===== config.mk =====
export PLATFORM = sky130hd
export DESIGN_NAME = srmc_ctrl
export DESIGN_NICKNAME = d
export VERILOG_FILES = /design/src/verilog/srmc_pkg.sv /design/src/verilog/srmc_ctrl.sv /design/src/verilog/srmc_rate_gen.sv
export VERILOG_INCLUDE_DIRS = /design/src /design/src/verilog
export SDC_FILE = /design/constraint.sdc
export NUM_CORES = 1
export LEC_CHECK = 0
export ABC_AREA = 1
export BUFFER_PORTS_ARGS = -buffer_cell sky130_fd_sc_hd__buf_4
export CAP_MARGIN = 10
export CORE_ASPECT_RATIO = 0.6
export CORE_UTILIZATION = 44
export DETAILED_ROUTE_END_ITERATION = 8
export HOLD_SLACK_MARGIN = 0.15
export PLACE_DENSITY = 0.66
export SYNTH_ARGS = -nofsm -noshare
export SYNTH_HDL_FRONTEND = slang
export SYNTH_SLANG_ARGS = --single-unit

===== constraint.sdc =====
create_clock -name i_clock -period 8.25 [get_ports i_clock]
set_input_delay 0.825 -clock i_clock [delete_from_list [all_inputs] [get_ports i_clock]]
set_output_delay 0.825 -clock i_clock [all_outputs]
set_load 0.02 [all_outputs]

===== src/verilog/srmc_defs.svh =====
/*
 Offsets, field positions, reset values and timing figures of the
 rate and mode control block. Assumes it is included by bare name.
*/
`ifndef SRMC_DEFS_SVH
`define SRMC_DEFS_SVH

// ------------------------------------------------------------
// Register offsets
// ------------------------------------------------------------
`define SRMC_ADDR_CTRL_ONE   8'h2a
`define SRMC_ADDR_CTRL_TWO   8'h2b

// ------------------------------------------------------------
// Reset values and control two write mask
// ------------------------------------------------------------
`define SRMC_CTRL_ONE_RST    8'h08
`define SRMC_CTRL_TWO_RST    8'h00
`define SRMC_CTRL_TWO_MASK   8'hdf

// ------------------------------------------------------------
// Field positions, system_control_one
// ------------------------------------------------------------
`define SRMC_ACTIVE_BIT      0
`define SRMC_FREAD_BIT       1
`define SRMC_LNOISE_BIT      2
`define SRMC_ODR_LSB         3
`define SRMC_ODR_MSB         5
`define SRMC_ASLP_LSB        6
`define SRMC_ASLP_MSB        7

// ------------------------------------------------------------
// Field positions, system_control_two
// ------------------------------------------------------------
`define SRMC_SLPE_BIT        2
`define SRMC_RST_BIT         6
`define SRMC_SELF_TEST_BIT   7

// ------------------------------------------------------------
// Output data addresses for burst reads
// ------------------------------------------------------------
`define SRMC_ACC_X_MSB       8'h01
`define SRMC_ACC_Z_MSB       8'h05
`define SRMC_ACC_Z_LSB       8'h06
`define SRMC_MAG_X_MSB       8'h33
`define SRMC_MAG_Z_MSB       8'h37
`define SRMC_MAG_Z_LSB       8'h38

// ------------------------------------------------------------
// Clock, boot time, periods in microseconds per data rate code, 8 g range code, clamp in g
// ------------------------------------------------------------
`define SRMC_CLK_MHZ         20
`define SRMC_PER_US_0        32'd1250
`define SRMC_PER_US_1        32'd2500
`define SRMC_PER_US_2        32'd5000
`define SRMC_PER_US_3        32'd10000
`define SRMC_PER_US_4        32'd20000
`define SRMC_PER_US_5        32'd80000
`define SRMC_PER_US_6        32'd160000
`define SRMC_PER_US_7        32'd640000
`define SRMC_BOOT_US         1000
`define SRMC_FSR_8G          2'b10
`define SRMC_LNOISE_G        4

`endif


===== src/verilog/srmc_pkg.sv =====
/*
 Types of the rate and mode control block.
 Assumes srmc_defs.svh carries the numbers.
*/
package srmc_pkg;
    typedef enum logic [1:0] {
        SRMC_STANDBY,
        SRMC_WAKE,
        SRMC_SLEEP
    } srmc_power_e;
endpackage


===== src/verilog/srmc_ctrl.sv =====
/*
 System control registers: standby/active, data rates, auto-sleep,
 low-noise gain, fast-read burst addressing and soft reset boot.
 Assumes register strobes and sensor inputs are synchronous to i_clock.
*/
// What this block does
// - Only mode bit of system_control_one writable while active
// - Sleep rate codes give 50/12.5/6.25/1.56 Hz
// - Sleep rate overrides data rate in sleep
// - Hybrid halves the sleep rate
// - Data rate codes give 800 down to 1.5625
// - Hybrid halves the data rate
// - Low-noise doubles gain, not with 8 g
// - Low-noise clamps signal at 4 g
// - Fast-read burst skips low bytes
// - Hybrid fast-read burst reads all high bytes
// - Fast-read changes only while FIFO off
// - Mode bit resets to standby
// - Inactivity past timeout enters sleep
// - Soft reset bit cleared after boot
`timescale 1ns/1ps
`include "srmc_defs.svh"
module srmc_ctrl #(
    parameter int P_CYC_PER_US = `SRMC_CLK_MHZ,
    parameter int P_BOOT_CYC   = `SRMC_BOOT_US * `SRMC_CLK_MHZ,
    parameter int P_ONE_G      = 2048
) (
    // Clock and reset
    input  wire logic        i_clock,
    input  wire logic        i_nrst,
    // Register port
    input  wire logic        i_reg_wr,
    input  wire logic        i_reg_rd,
    input  wire logic [7:0]  i_reg_addr,
    input  wire logic [7:0]  i_reg_wdata,
    output logic      [7:0]  o_reg_rdata,
    // System context
    input  wire logic [1:0]  i_fifo_mode,
    input  wire logic        i_hybrid,
    input  wire logic        i_hyb_autoinc,
    input  wire logic [1:0]  i_fsr,
    input  wire logic        i_wake_event,
    input  wire logic [7:0]  i_aslp_count,
    // Accelerometer sample path
    input  wire logic [15:0] i_accel_sample,
    output logic      [15:0] o_accel_sample,
    // Burst address pointer
    input  wire logic        i_burst_load,
    input  wire logic        i_burst_next,
    input  wire logic [7:0]  i_burst_addr,
    output logic      [7:0]  o_burst_addr,
    // Mode outputs
    output logic             o_active,
    output logic             o_sleeping,
    output logic             o_booting,
    output logic             o_odr_tick,
    output logic             o_gain_x2,
    output logic             o_fast_read,
    output logic             o_self_test_en
);
    // ------------------------------------------------------------
    // Elaboration checks
    // ------------------------------------------------------------
    if (P_CYC_PER_US < 1 || P_BOOT_CYC < 1 || P_ONE_G < 1 ||
        P_ONE_G > 8191) begin : g_bad
        $error("srmc_ctrl: parameter out of range");
    end

    localparam logic signed [15:0] LIM =
        16'(`SRMC_LNOISE_G * P_ONE_G);

    // ------------------------------------------------------------
    // Functions
    // ------------------------------------------------------------
    function automatic logic [31:0] period_us(input logic [2:0] c);
        case (c)
            3'h0:    period_us = `SRMC_PER_US_0;
            3'h1:    period_us = `SRMC_PER_US_1;
            3'h2:    period_us = `SRMC_PER_US_2;
            3'h3:    period_us = `SRMC_PER_US_3;
            3'h4:    period_us = `SRMC_PER_US_4;
            3'h5:    period_us = `SRMC_PER_US_5;
            3'h6:    period_us = `SRMC_PER_US_6;
            default: period_us = `SRMC_PER_US_7;
        endcase
    endfunction

    function automatic logic in_data(input logic [7:0] a);
        in_data = (a >= `SRMC_ACC_X_MSB && a <= `SRMC_ACC_Z_LSB) ||
                  (a >= `SRMC_MAG_X_MSB && a <= `SRMC_MAG_Z_LSB);
    endfunction

    function automatic logic [7:0] next_addr(input logic [7:0] a,
                                             input logic       fr,
                                             input logic       hy);
        if (hy && (a == `SRMC_ACC_Z_LSB || (fr && a == `SRMC_ACC_Z_MSB)))
            next_addr = `SRMC_MAG_X_MSB;
        else if (hy && (a == `SRMC_MAG_Z_LSB ||
                        (fr && a == `SRMC_MAG_Z_MSB)))
            next_addr = `SRMC_ACC_X_MSB;
        else if (fr && in_data(a))
            next_addr = a + 8'h02;
        else
            next_addr = a + 8'h01;
    endfunction

    // ------------------------------------------------------------
    // State
    // ------------------------------------------------------------
    logic [7:0]          ctrl_one_r;
    logic [7:0]          ctrl_two_r;
    logic [31:0]         boot_cnt_r;
    logic                booting_r;
    logic                boot_done;
    logic                wr_one;
    logic                wr_two;
    logic [7:0]          ctrl_one_nxt;
    srmc_pkg::srmc_power_e power_r;
    logic [8:0]          idle_cnt_r;
    logic [2:0]          rate_code;
    logic [31:0]         period_cyc;
    logic                tick;

    assign wr_one    = i_reg_wr && !booting_r &&
                       i_reg_addr == `SRMC_ADDR_CTRL_ONE;
    assign wr_two    = i_reg_wr && !booting_r &&
                       i_reg_addr == `SRMC_ADDR_CTRL_TWO;
    assign boot_done = booting_r && boot_cnt_r == 32'(P_BOOT_CYC - 1);

    // ------------------------------------------------------------
    // Control one write filter
    // ------------------------------------------------------------
    always_comb begin
        ctrl_one_nxt = ctrl_one_r;
        if (!ctrl_one_r[`SRMC_ACTIVE_BIT]) begin
            ctrl_one_nxt = i_reg_wdata;
            if (i_fifo_mode != 2'b00)
                ctrl_one_nxt[`SRMC_FREAD_BIT] =
                    ctrl_one_r[`SRMC_FREAD_BIT];
        end else begin
            // Active: protected fields keep their values
            ctrl_one_nxt[`SRMC_ACTIVE_BIT] =
                i_reg_wdata[`SRMC_ACTIVE_BIT];
        end
    end

    always_ff @(posedge i_clock or negedge i_nrst) begin
        if (!i_nrst)
            ctrl_one_r <= `SRMC_CTRL_ONE_RST;
        else if (boot_done)
            ctrl_one_r <= `SRMC_CTRL_ONE_RST;
        else if (booting_r)
            ctrl_one_r[`SRMC_ACTIVE_BIT] <= 1'b0;
        else if (wr_one)
            ctrl_one_r <= ctrl_one_nxt;
    end

    // ------------------------------------------------------------
    // Control two and soft reset boot
    // ------------------------------------------------------------
    always_ff @(posedge i_clock or negedge i_nrst) begin
        if (!i_nrst)
            ctrl_two_r <= `SRMC_CTRL_TWO_RST;
        else if (boot_done)
            ctrl_two_r <= `SRMC_CTRL_TWO_RST;
        else if (wr_two)
            ctrl_two_r <= i_reg_wdata & `SRMC_CTRL_TWO_MASK;
    end

    // Register port ignores writes during boot, as the link is reset too
    always_ff @(posedge i_clock or negedge i_nrst) begin
        if (!i_nrst) begin
            booting_r  <= 1'b0;
            boot_cnt_r <= '0;
        end else if (boot_done) begin
            booting_r  <= 1'b0;
            boot_cnt_r <= '0;
        end else if (booting_r) begin
            boot_cnt_r <= boot_cnt_r + 32'h1;
        end else if (wr_two && i_reg_wdata[`SRMC_RST_BIT]) begin
            booting_r  <= 1'b1;
        end
    end

    // ------------------------------------------------------------
    // Read back
    // ------------------------------------------------------------
    always_ff @(posedge i_clock or negedge i_nrst) begin
        if (!i_nrst)
            o_reg_rdata <= 8'h00;
        else if (i_reg_rd) begin
            case (i_reg_addr)
                `SRMC_ADDR_CTRL_ONE: o_reg_rdata <= ctrl_one_r;
                `SRMC_ADDR_CTRL_TWO: o_reg_rdata <= ctrl_two_r;
                default:             o_reg_rdata <= 8'h00;
            endcase
        end
    end

    // ------------------------------------------------------------
    // Power state and auto-sleep timer
    // ------------------------------------------------------------
    always_ff @(posedge i_clock or negedge i_nrst) begin
        if (!i_nrst) begin
            power_r    <= srmc_pkg::SRMC_STANDBY;
            idle_cnt_r <= '0;
        end else begin
            case (power_r)
                srmc_pkg::SRMC_STANDBY: begin
                    idle_cnt_r <= '0;
                    if (ctrl_one_r[`SRMC_ACTIVE_BIT])
                        power_r <= srmc_pkg::SRMC_WAKE;
                end
                srmc_pkg::SRMC_WAKE: begin
                    if (!ctrl_one_r[`SRMC_ACTIVE_BIT])
                        power_r <= srmc_pkg::SRMC_STANDBY;
                    else if (i_wake_event || !ctrl_two_r[`SRMC_SLPE_BIT])
                        idle_cnt_r <= '0;
                    else if (idle_cnt_r > {1'b0, i_aslp_count}) begin
                        power_r    <= srmc_pkg::SRMC_SLEEP;
                        idle_cnt_r <= '0;
                    end else if (tick)
                        idle_cnt_r <= idle_cnt_r + 9'h1;
                end
                srmc_pkg::SRMC_SLEEP: begin
                    if (!ctrl_one_r[`SRMC_ACTIVE_BIT])
                        power_r <= srmc_pkg::SRMC_STANDBY;
                    else if (i_wake_event || !ctrl_two_r[`SRMC_SLPE_BIT])
                        power_r <= srmc_pkg::SRMC_WAKE;
                end
                default: power_r <= srmc_pkg::SRMC_STANDBY;
            endcase
        end
    end

    // ------------------------------------------------------------
    // Effective data rate
    // ------------------------------------------------------------
    // Sleep codes 00..11 share the periods of data rate codes 100..111
    assign rate_code = (power_r == srmc_pkg::SRMC_SLEEP) ?
        {1'b1, ctrl_one_r[`SRMC_ASLP_MSB:`SRMC_ASLP_LSB]} :
        ctrl_one_r[`SRMC_ODR_MSB:`SRMC_ODR_LSB];
    // Hybrid doubles the period, halving the rate
    assign period_cyc = (period_us(rate_code) * 32'(P_CYC_PER_US))
                        << i_hybrid;

    srmc_rate_gen #(
        .W (32)
    ) srmc_rate_gen_inst (
        .i_clock  (i_clock),
        .i_nrst   (i_nrst),
        .i_run    (power_r != srmc_pkg::SRMC_STANDBY),
        .i_period (period_cyc),
        .o_tick   (tick)
    );

    // ------------------------------------------------------------
    // Low-noise clamp
    // ------------------------------------------------------------
    always_ff @(posedge i_clock or negedge i_nrst) begin
        if (!i_nrst)
            o_accel_sample <= 16'h0000;
        else if (ctrl_one_r[`SRMC_LNOISE_BIT] &&
                 $signed(i_accel_sample) > LIM)
            o_accel_sample <= LIM;
        else if (ctrl_one_r[`SRMC_LNOISE_BIT] &&
                 $signed(i_accel_sample) < -LIM)
            o_accel_sample <= -LIM;
        else
            o_accel_sample <= i_accel_sample;
    end

    // ------------------------------------------------------------
    // Burst address pointer
    // ------------------------------------------------------------
    always_ff @(posedge i_clock or negedge i_nrst) begin
        if (!i_nrst)
            o_burst_addr <= 8'h00;
        else if (i_burst_load)
            o_burst_addr <= i_burst_addr;
        else if (i_burst_next)
            o_burst_addr <= next_addr(o_burst_addr,
                                      ctrl_one_r[`SRMC_FREAD_BIT],
                                      i_hybrid && i_hyb_autoinc);
    end

    // ------------------------------------------------------------
    // Mode outputs
    // ------------------------------------------------------------
    assign o_active       = ctrl_one_r[`SRMC_ACTIVE_BIT];
    assign o_sleeping     = power_r == srmc_pkg::SRMC_SLEEP;
    assign o_booting      = booting_r;
    assign o_odr_tick     = tick;
    // Gain held at unity if 8 g is selected anyway
    assign o_gain_x2      = ctrl_one_r[`SRMC_LNOISE_BIT] &&
                            i_fsr != `SRMC_FSR_8G;
    assign o_fast_read    = ctrl_one_r[`SRMC_FREAD_BIT];
    assign o_self_test_en = ctrl_two_r[`SRMC_SELF_TEST_BIT];
endmodule // srmc_ctrl


===== src/verilog/srmc_rate_gen.sv =====
/*
 Data rate tick divider: one-cycle enable every i_period cycles.
 Assumes i_period is at least 1 and steady while running.
*/
`timescale 1ns/1ps
module srmc_rate_gen #(
    parameter int W = 32
) (
    // Clock and reset
    input  wire logic         i_clock,
    input  wire logic         i_nrst,
    // Control
    input  wire logic         i_run,
    input  wire logic [W-1:0] i_period,
    // Tick
    output logic              o_tick
);
    logic [W-1:0] cnt_r;

    // ------------------------------------------------------------
    // Divider
    // ------------------------------------------------------------
    always_ff @(posedge i_clock or negedge i_nrst) begin
        if (!i_nrst) begin
            cnt_r  <= '0;
            o_tick <= 1'b0;
        end else if (!i_run) begin
            cnt_r  <= '0;
            o_tick <= 1'b0;
        end else if (cnt_r >= i_period - W'(1)) begin
            // >= so a shorter new period never overruns
            cnt_r  <= '0;
            o_tick <= 1'b1;
        end else begin
            cnt_r  <= cnt_r + W'(1);
            o_tick <= 1'b0;
        end
    end
endmodule // srmc_rate_gen


==> flow_metrics.env <==
export IMPL_grt_usage=0.241
export IMPL_end_kind="register"
export IMPL_cts_made_buffers=17
export IMPL_fillers=2073
export IMPL_avgSynthCellArea_um2=6.95
export IMPL_synth_seq_cells=124
export IMPL_post_cts_buffers=0
export IMPL_cts_tree="done"
export IMPL_power_switching_uw=462
export IMPL_clkLatencyLatePin_ps=430
export IMPL_drcViolationCount=0
export IMPL_ios=100
export IMPL_r2r_slack_ps=2340
export IMPL_irDropWorstVdd_mv=0.142
export IMPL_wl_per_cell_um=14.6
export IMPL_switching_share=0.283
export IMPL_num_vias=9570
export IMPL_cpPeakStageDelay_ps=870
export IMPL_dieArea_um2=22800
export IMPL_htree_num_levels=4
export IMPL_rows=41
export IMPL_setup_viol=0
export IMPL_skew_ps=8.33
export IMPL_grt_setup_unrepaired="false"
export IMPL_dp_cells=1763
export IMPL_p_int_uw=1170
export IMPL_timing_setup_tns_ps=0
export IMPL_post_route_util=0.532
export IMPL_relSlewSlack=0.220
export IMPL_synth_top_family_by_area="simple AND/OR/NAND/NOR gates"
export IMPL_post_route_period_util=0.716
export IMPL_antenna_cells=0
export IMPL_clock_fmax_mhz=169
export IMPL_finalHoldViolCount=0
export IMPL_power_frac_clock=0.466
export IMPL_slew_violations=0
export IMPL_synth_mux_area_frac=0
export IMPL_final_antenna_net_count=0
export IMPL_dr_pass1_iters=5
export IMPL_synth_main_ff_cell="dfrtp_1"
export IMPL_drtIter0Drc=832
export IMPL_synth_edf_count=0
export IMPL_coreArea_um2=21400
export IMPL_yosys_area_share_adder=0.0942
export IMPL_dpl_hpwl_um=20400
export IMPL_drv_cap=0
export IMPL_ctsHoldBuffers=0
export IMPL_critPathTopFamily="simple AND/OR/NAND/NOR gates"
export IMPL_worstPathArrival_ps=6170
export IMPL_pwr_share_seq=0.391
export IMPL_ys_seq_area_frac=0.317
export IMPL_antenna_found_initial=0
export IMPL_synth_warnings=0
export IMPL_grt_pass1_vias=8597
export IMPL_cp_required_ps=8510
export IMPL_globalplace_congestion=0.937
export IMPL_p_total_uw=1630
export IMPL_clkSlewWorstSetupHoldPaths_ps=60
export IMPL_finalNonFillerCells=1796
export IMPL_fin_nets=1638
export IMPL_cts_root_buf="clkbuf_16"
export IMPL_hp_class="input pin to asynchronous set/reset pin"
export IMPL_comb_power_share=0.143
export IMPL_synth_simple_area_share=0.352
export IMPL_synth_compound_area_share=0.0988
export IMPL_vias_per_cell=5.33
export IMPL_timing_critical_path_buf_inv=5
export IMPL_die_y_um=117
export IMPL_path_class="register to register"
export IMPL_place_port_buffers=99
export IMPL_totalWireLength_um=26300
export IMPL_worst_slack_ps=2340
export IMPL_fin_crit_ps=5910
export IMPL_layout_drive_gt1_share=0.129
export IMPL_power_density_nw_per_um2=143
export IMPL_die_w_um=194
export IMPL_status="completed"
export IMPL_async_reset_ff_frac=1.00
export IMPL_grt_max_degree=66
export IMPL_path_common_cell="nand2_1"
export IMPL_path_max_fanout=32
export IMPL_area_growth_pct=16.5
export IMPL_cts_resized=0
export IMPL_cts_sink_count=124
export IMPL_pre_cts_slack_ps=2450
export IMPL_overflow=0
export IMPL_synthDistinctLibCells=53
export IMPL_syn_inst=1406
export IMPL_synth_area_um2=9780
export IMPL_grt_pass1_wl_um=44300
export IMPL_power_leakage_uw=0.00580
export IMPL_initial_core_util=0.457
export IMPL_yosys_area_share_xor_xnor=0.0430
export IMPL_crit_slowest_cell="nand2_1"
export IMPL_clockBufferDepth=2
export IMPL_crit_path_start_kind="register"
export IMPL_worstMarginPinSlew_ps=1170
[worst register-to-register path, delay by kind of cell, from the launching register on]
family,cells,cell delay (ps)
flops,1,440
simple gates,23,3380
buf+inv,5,560
fa+ha+maj,5,1380
[stage by stage]
step / instance area (um^2) / hold slack [ps]
after global routing: 11400 / 510
final: 11400 / 487
after floorplan: 9780 / 447
after global placement: 10800 / 473
after CTS: 11400 / 490
after detailed placement: 10800 / 476
[path summary, 6_finish.rpt]
kind                                            start                                      to  cells past startpoint
setup / recovery               power_r[0]$_DFFE_PN0P_  srmc_rate_gen_inst.cnt_r[20]$_DFF_PN0_                     33
hold reg to reg            boot_cnt_r[31]$_DFFE_PN0P_              boot_cnt_r[31]$_DFFE_PN0P_                      1
hold / removal                                 i_nrst             o_accel_sample[6]$_DFF_PN0_                      1
max in group asynchronous                      i_nrst               ctrl_two_r[4]$_DFFE_PN0P_                      2
min in group i_clock       boot_cnt_r[31]$_DFFE_PN0P_              boot_cnt_r[31]$_DFFE_PN0P_                      1
setup reg to reg               power_r[0]$_DFFE_PN0P_  srmc_rate_gen_inst.cnt_r[20]$_DFF_PN0_                     33
[Yosys cell counts, types with 5 or more instances]
| cell type | n | area, um^2 |
|---|---|---|
| a21oi_1 | 46 | 230 |
| a31oi_1 | 9 | 56.3 |
| buf_1 | 6 | 22.5 |
| buf_2 | 5 | 25.0 |
| clkbuf_1 | 13 | 48.8 |
| dfrtp_1 | 123 | 3080 |
| ha_1 | 72 | 901 |
| inv_1 | 211 | 792 |
| inv_2 | 7 | 26.3 |
| nand2_1 | 293 | 1100 |
| nand2_2 | 10 | 62.6 |
| nand2_4 | 6 | 67.6 |
| nand3_1 | 140 | 701 |
| nand3_2 | 8 | 80.1 |
| nand3b_1 | 8 | 60.1 |
| nand4_1 | 35 | 219 |
| nor2_1 | 168 | 631 |
| nor2_2 | 8 | 50.1 |
| nor2_4 | 5 | 56.3 |
| nor3_1 | 35 | 175 |
| nor4_1 | 18 | 113 |
| o211ai_1 | 11 | 82.6 |
| o21ai_0 | 59 | 295 |
| o21ai_1 | 11 | 55.1 |
| or2_2 | 9 | 56.3 |
| xnor2_1 | 12 | 105 |
| xor2_1 | 36 | 315 |
[power groups by stage]
stage               Combinational [uW]  Clock [uW]  Sequential (uW)
detailed placement                 231           0              647
finish                             234         761              637
CTS                                233         773              637
floorplan                          134           0              655
global route                       265         802              639
global placement                   230           0              647
[metal layers]
layer,track usage,wire length (um)
met5,0,0
met1,0.409,14500
met4,0.0561,229
met2,0.293,9460
met3,0.0496,2160
[cells in the final DEF, fill, tap and decap left out, drive strengths merged, types with 2 or more instances in the layout]
cell type,netlist,final
a211oi,2,2
a21boi,5,5
a21oi,47,47
a22oi,4,4
a31oi,9,9
and2,2,2
buf,11,102
bufinv,0,2
clkbuf,13,19
clkinv,2,7
clkinvlp,0,4
conb,1,2
dfrtp,123,123
ha,72,72
inv,218,220
nand2,309,309
nand3,148,148
nand3b,8,8
nand4,35,35
nor2,182,182
nor3,35,35
nor4,19,19
o211ai,12,12
o21a,3,3
o21ai,72,72
o21bai,2,2
o22ai,2,2
o31ai,2,2
o32ai,2,2
or2,9,9
xnor2,12,12
xor2,36,36
[sequential cells by signal (all words and copies together) (netlist names)]
signal	flops
boot_cnt_r	32
srmc_rate_gen_inst.cnt_r	32
o_accel_sample	16
idle_cnt_r	9
ctrl_one_r	8
o_burst_addr	8
o_reg_rdata	8
ctrl_two_r	7
power_r	2
o_booting	1
srmc_rate_gen_inst.o_tick	1
[cell type report]
type / count / area [um^2] / share of cell area
Timing Repair Buffer: 102 / 763 / 0.0670
Clock inverter: 13 / 140 / 0.0123
Tap cell: 279 / 349 / 0.0306
Clock buffer: 19 / 453 / 0.0398
Multi-Input combinational cell: 1039 / 5760 / 0.505
Sequential cell: 124 / 3100 / 0.273
Inverter: 220 / 826 / 0.0725
[kinds of logic after synthesis]
kind of cell             after synthesis
AND/OR/NAND/NOR                      749
other                                  1
AO/OA/AOI/OAI                        167
flip-flops                           124
XOR/XNOR                              48
adder cells (fa/ha/maj)               73
buffers and inverters                244
Power figures use the tool's default switching activity.
